[src/mofnc_pkg.sv]
// mofnc_pkg: field positions and constants for the memory ordering fence block.
// assumes a single core clock domain; no register bus.
package mofnc_pkg;
  localparam int MOFNC_INSN_W       = 32;
  localparam int MOFNC_OMASK_LSB    = 0;
  localparam int MOFNC_OMASK_W      = 4;
  localparam int MOFNC_CMASK_LSB    = 4;
  localparam int MOFNC_CMASK_W      = 3;
  localparam int MOFNC_RSVD_LSB     = 7;
  localparam int MOFNC_RSVD_W       = 6;
  localparam int MOFNC_BIT_ST_ST    = 3;
  localparam int MOFNC_BIT_LD_ST    = 2;
  localparam int MOFNC_BIT_ST_LD    = 1;
  localparam int MOFNC_BIT_LD_LD    = 0;
  localparam logic [3:0] MOFNC_OMASK_RST = 4'h0;
  localparam logic [2:0] MOFNC_CMASK_RST = 3'h0;
  typedef enum logic [1:0] {
    MOFNC_IDLE,
    MOFNC_HOLD
  } mofnc_state_e;
endpackage : mofnc_pkg
[src/mofnc_fence.sv]
// mofnc_fence: memory barrier decode, ordering hold and completion wait.
// assumes the load/store path reports outstanding loads and stores of this
// virtual processor only, and that issue honours the stall outputs.
//
// Functional notes
// - order-class mask is instruction bits 3:0; any combination may be set.
// - bit 3: earlier stores visible before any later store becomes visible.
// - bit 2: earlier loads performed before any later store becomes visible.
// - bit 1: earlier stores visible before any later load is performed.
// - bit 0: earlier loads performed before any later load is performed.
// - nonzero completion mask adds completion wait, stricter than ordering alone.
// - covers all own address spaces; never waits on other processors.
// - atomics count as load and store; instruction flush counts as store.
// - load performed once value delivered and no longer changeable.
// - store performed once old value can no longer be read anywhere.
// - ordering judged against strictly sequential execution.
// - combined assembly mask is completion mask above order-class mask.
// - completion mask is instruction bits 6:4.
// - both masks zero makes the barrier a no-operation.
// - nonzero bits 12:7 raise an illegal-instruction exception.
`timescale 1ns/1ps
module mofnc_fence
  import mofnc_pkg::*;
(
  // clock and reset
  input  wire logic        i_sys_clk,
  input  wire logic        i_srst,
  // barrier issue
  input  wire logic        i_bar_valid,
  input  wire logic [31:0] i_bar_insn,
  // load/store path status, same clock
  input  wire logic        i_ld_pending,
  input  wire logic        i_st_pending,
  input  wire logic        i_all_idle,
  // barrier outcome
  output logic             o_bar_done,
  output logic             o_illegal_insn,
  output logic [6:0]       o_bar_mask,
  // issue stalls for later operations
  output logic             o_stall_load,
  output logic             o_stall_store,
  output logic             o_stall_all,
  output logic             o_busy
);

  logic [3:0]   omask_r;
  logic [2:0]   cmask_r;
  mofnc_state_e state_r;
  logic [3:0]   in_omask;
  logic [2:0]   in_cmask;
  logic         in_rsvd;
  logic         in_nop;
  logic         wait_ld;
  logic         wait_st;
  logic         ld_blocked;
  logic         st_blocked;
  logic         cmpl_blocked;
  logic         release_now;

  // decode straight from the instruction word
  assign in_omask = i_bar_insn[MOFNC_OMASK_LSB +: MOFNC_OMASK_W];
  assign in_cmask = i_bar_insn[MOFNC_CMASK_LSB +: MOFNC_CMASK_W];
  assign in_rsvd  = |i_bar_insn[MOFNC_RSVD_LSB +: MOFNC_RSVD_W];
  assign in_nop   = (in_omask == 4'h0) && (in_cmask == 3'h0);

  // pending flags come from this processor only; atomics raise both and
  // flush raises the store flag inside the load/store path
  assign wait_ld = i_ld_pending;
  assign wait_st = i_st_pending;

  // a later load is held by load_before_load or store_before_load
  assign ld_blocked = (omask_r[MOFNC_BIT_LD_LD] && wait_ld)
                   || (omask_r[MOFNC_BIT_ST_LD] && wait_st);
  // a later store is held by store_before_store or load_before_store
  assign st_blocked = (omask_r[MOFNC_BIT_ST_ST] && wait_st)
                   || (omask_r[MOFNC_BIT_LD_ST] && wait_ld);
  // completion drains everything, stricter than the classes alone
  assign cmpl_blocked = (cmask_r != 3'h0) && !i_all_idle;

  assign release_now = !ld_blocked && !st_blocked && !cmpl_blocked;

  // held masks; exposed as the combined assembly form
  always_ff @(posedge i_sys_clk) begin
    if (i_srst) begin
      omask_r <= MOFNC_OMASK_RST;
      cmask_r <= MOFNC_CMASK_RST;
    end else if (state_r == MOFNC_IDLE && i_bar_valid && !in_rsvd && !in_nop) begin
      omask_r <= in_omask;
      cmask_r <= in_cmask;
    end else if (state_r == MOFNC_HOLD && release_now) begin
      omask_r <= MOFNC_OMASK_RST;
      cmask_r <= MOFNC_CMASK_RST;
    end
  end

  always_ff @(posedge i_sys_clk) begin
    if (i_srst) begin
      state_r <= MOFNC_IDLE;
    end else begin
      unique case (state_r)
        MOFNC_IDLE: begin
          if (i_bar_valid && !in_rsvd && !in_nop) begin
            state_r <= MOFNC_HOLD;
          end
        end
        MOFNC_HOLD: begin
          if (release_now) begin
            state_r <= MOFNC_IDLE;
          end
        end
        default: state_r <= MOFNC_IDLE;
      endcase
    end
  end

  // one-cycle outcome pulses
  always_ff @(posedge i_sys_clk) begin
    if (i_srst) begin
      o_bar_done     <= 1'b0;
      o_illegal_insn <= 1'b0;
    end else begin
      o_illegal_insn <= (state_r == MOFNC_IDLE) && i_bar_valid && in_rsvd;
      o_bar_done     <= ((state_r == MOFNC_IDLE) && i_bar_valid && !in_rsvd && in_nop)
                     || ((state_r == MOFNC_HOLD) && release_now);
    end
  end

  // registered stalls; while a barrier is held, issue of the constrained
  // class stops. costs one cycle of latency but keeps outputs glitch free
  always_ff @(posedge i_sys_clk) begin
    if (i_srst) begin
      o_stall_load  <= 1'b0;
      o_stall_store <= 1'b0;
      o_stall_all   <= 1'b0;
      o_busy        <= 1'b0;
      o_bar_mask    <= 7'h00;
    end else begin
      o_stall_load  <= (state_r == MOFNC_HOLD) && !release_now && ld_blocked;
      o_stall_store <= (state_r == MOFNC_HOLD) && !release_now && st_blocked;
      o_stall_all   <= (state_r == MOFNC_HOLD) && !release_now && cmpl_blocked;
      o_busy        <= (state_r == MOFNC_HOLD) && !release_now;
      o_bar_mask    <= {cmask_r, omask_r};
    end
  end

endmodule : mofnc_fence

[config.mk]
export PLATFORM = sky130hd
export DESIGN_NAME = mofnc_fence
export DESIGN_NICKNAME = d
export VERILOG_FILES = /design/src/mofnc_pkg.sv /design/src/mofnc_fence.sv
export SDC_FILE = /design/constraint.sdc
export NUM_CORES = 1
export LEC_CHECK = 0
export BUFFER_PORTS_ARGS = -buffer_cell sky130_fd_sc_hd__buf_2
export CORE_MARGIN = 2
export CORE_UTILIZATION = 25
export CTS_BUF_LIST = sky130_fd_sc_hd__clkbuf_4 sky130_fd_sc_hd__clkbuf_8
export DETAILED_ROUTE_END_ITERATION = 6
export PLACE_DENSITY = 0.58
export SLEW_MARGIN = 20
export SYNTH_ARGS = -nofsm -noshare
export SYNTH_HDL_FRONTEND = slang
export SYNTH_SLANG_ARGS = --single-unit
[constraint.sdc]
create_clock -name i_sys_clk -period 3.34 [get_ports i_sys_clk]
set_clock_uncertainty 0.05 [all_clocks]
set_input_delay 0.167 -clock i_sys_clk [delete_from_list [all_inputs] [get_ports i_sys_clk]]
set_output_delay 0.167 -clock i_sys_clk [all_outputs]
set_load 0.05 [all_outputs]
==> impl_metrics.py <==
metrics = {
    "logic_synthesis": {
        "netlist_instances": 63,
        "ys_seq_elements": 21,
        "synthArstFlopShare_pct": 0,
        "synth_most_common_cell": "dfxtp_1",
        "yosysTopAreaCell": "dfxtp_1",
        "synth-main-ff-cell": "dfxtp_1",
        "syn-num-nets": 101,
        "synth_edf_count": 0,
        "syn_area_um2": 719,
        "yosysWarnings": 0,
        "ys_seq_area_share_pct": 58.4,
        "synth.avg_cell_area_um2": 11.4,
        "synthTopCellsByArea": "dfxtp_1 58%, a22o_1 7.3%, nor2b_1 7.0%, or4_4 3.1%, nor3_1 2.8%",
        "ys_types": 24,
        "synth_common_cells": "21 x dfxtp_1, 8 x nor2b_1, 6 x a22o_1, 4 x nor3_1",
        "synth_top_area_share_pct": 58.4,
    },
    "setup_path": {
        "cp-end-kind": "flop",
        "path_delay_family": "simple AND/OR/NAND/NOR gates",
        "max_stage_delay_ns": 0.53,
        "path_cells": "buf_2, or4_4, or4_4, o211a_4, a22o_1",
        "required_ns": 3.48,
        "critPathSlowestCell": "or4_4",
        "cp-start-kind": "input port",
        "crit_path_max_fanout": 7,
        "crit_type": "input port to flop",
        "worstPathArrival_ns": 1.82,
        "crit_top_cell": "or4_4",
        "cp_num_buf_inv": 1,
    },
    "placed_design": {
        "dp_hpwl_um": 1180,
        "portBuffers": 31,
        "dp_slack_ns": 1.35,
        "place.gp.congestion": 0.664,
    },
    "power_and_ir_drop": {
        "p_leak_nw": 0.406,
        "irDropWorstVdd_v": 0.000232,
        "design_power_total_w": 0.000399,
        "p_per_area_nw_per_um2": 425,
    },
    "clock_network": {
        "cts_sinks": 21,
        "cts_buffer_depth": 2,
        "cts_tree": "yes",
        "holdBufCountCts": 0,
        "clkSlewWorstSetupHoldPaths_ns": 0.10,
        "cts.htree.levels": 1,
        "cts_buffers": 3,
        "clockRootBuffer": "clkbuf_4",
        "post_cts_buffers": 0,
        "post_cts_resize_count": 0,
        "worstSkewPairLatency_ns": 0.28,
    },
    "timing": {
        "rsz0062_at_grt": "false",
        "fmax_mhz": 593,
        "fin_crit_ns": 1.69,
        "hold_viol": 0,
        "setup_viol": 0,
        "setup_slack_ns": 1.65,
        "finalCritPeriodShare_pct": 50.5,
        "slew_violations": 0,
        "relSlewSlack_pct": 63.4,
        "setup_tns_ns": 0,
        "tightest_slew_ns": 0.544,
    },
    "floorplan": {
        "ioPinCount": 51,
        "start_util_pct": 26.3,
        "die_h_um": 57.6,
        "die_area_um2": 3320,
        "core_um2": 2730,
        "rows": 19,
        "die_w_um": 57.6,
    },
    "route": {
        "drc": 0,
        "drt_wl_total_um": 1430,
        "ant_nets": 0,
        "wire_per_inst_um": 11.1,
        "viasPerCell": 4.68,
        "dr_total_vias": 599,
        "dr.first_iter.drc_count": 1,
        "first_pass_iters": 3,
    },
    "global_route": {
        "grt_usage_pct": 9.43,
        "grt_pass1_vias": 545,
        "grt_overflow_total": 0,
        "grt_pass1_wl_um": 2390,
        "grt_max_degree": 13,
        "antenna_found_initial": 0,
    },
    "finish": {
        "layout-drive-gt1-share_pct": 42.3,
        "fin_util_pct": 34.4,
        "syn_to_final_growth_pct": 30.6,
        "diodes": 0,
        "n_fill_cell": 290,
        "nets": 136,
    },
    "hold_path": {
        "hold_class": "input port to flop",
    },
    "flow_run": {
        "drv_cap": 0,
    },
    "status": {
        "status": "completed",
    },
}
==> final timing paths <==
kind	start	endpoint	slack, ns	cells past startpoint
setup / recovery	i_bar_insn[10]	cmask_r[2]$_SDFFE_PP0P_	1.65	5
hold reg to reg	cmask_r[2]$_SDFFE_PP0P_	o_bar_mask[6]$_SDFF_PP0_	0.44	1
setup reg to reg	state_r[0]$_SDFFE_PP0P_	cmask_r[2]$_SDFFE_PP0P_	1.72	4
hold / removal	i_all_idle	o_stall_all$_SDFF_PP0_	0.02	2
==> routing by layer <==
metal / global-route usage [%] / share of wire, % / up-vias
li1: - / - / 303
met1: 11.7 / 46 / 271
met2: 15.1 / 45 / 23
met3: 1.56 / 7.6 / 2
met4: 5.98 / 1.9 / 0
met5: 0 / 0 / -
==> through the flow <==
stage	area [um2]	cells	hold slack, ns
after global placement	910	124	0.324
after detailed placement	910	124	0.327
after floorplan	719	63	0.196
after global routing	940	128	0.0145
after CTS	940	128	0.0140
final	940	128	0.0180
==> worst reg2reg max path: stages (launching register included) <==
cell and delay, ns:
dfxtp_1 0.34, nand2b_1 0.17, or4_4 0.45, o211a_4 0.28
a22o_1 0.23
==> final cells by class <==
cell class	instances	area [um2]	area share, %
flip-flops and latches	21	420	44.7
clock buffers	4	30.0	3.20
well taps	31	38.8	4.13
inverters	1	3.75	0.399
multi-input cells	40	292	31.0
repair buffers	31	155	16.5
==> power breakdown <==
part	total, W	internal (W)	switching, W
registers	0.000252	0.000252	0.000000517
clock network	0.000120	0.0000544	0.0000656
logic	0.0000271	0.0000115	0.0000155
total	0.000399	0.000318	0.0000817
==> flip-flops by register name, summed over array words and instances (netlist names) <==
signal,count
cmask_r,3
omask_r,4
o_busy,1
o_stall_all,1
o_bar_mask,7
o_bar_done,1
o_stall_load,1
state_r,1
o_stall_store,1
o_illegal_insn,1
==> cells in the final DEF, fill, tap and decap left out <==
master / count
a21oi_1: 1
a22o_1: 6
a22oi_1: 2
a31oi_1: 1
a32o_1: 1
and2_1: 1
buf_2: 31
clkbuf_4: 4
dfxtp_1: 21
inv_1: 1
nand2_1: 2
nand2b_1: 1
nor2_1: 1
nor2b_1: 8
nor3_1: 4
nor3_2: 1
nor4_1: 1
nor4_2: 1
o2111ai_1: 1
o211a_4: 1
o21ai_0: 2
o31ai_1: 1
or2_2: 1
or4_1: 1
or4_4: 2
==> logic make-up (layout without fill, tap and decap cells) <==
kind of cell           Yosys count  count (layout)  share of synthesized area, %
AND/OR/NAND/NOR                 24              24                          22.1
flip-flops                      21              21                          58.4
AO/OA/AOI/OAI                   16              16                          18.4
buffers and inverters            2              36                          1.04
(Power assumes the default switching activity.)
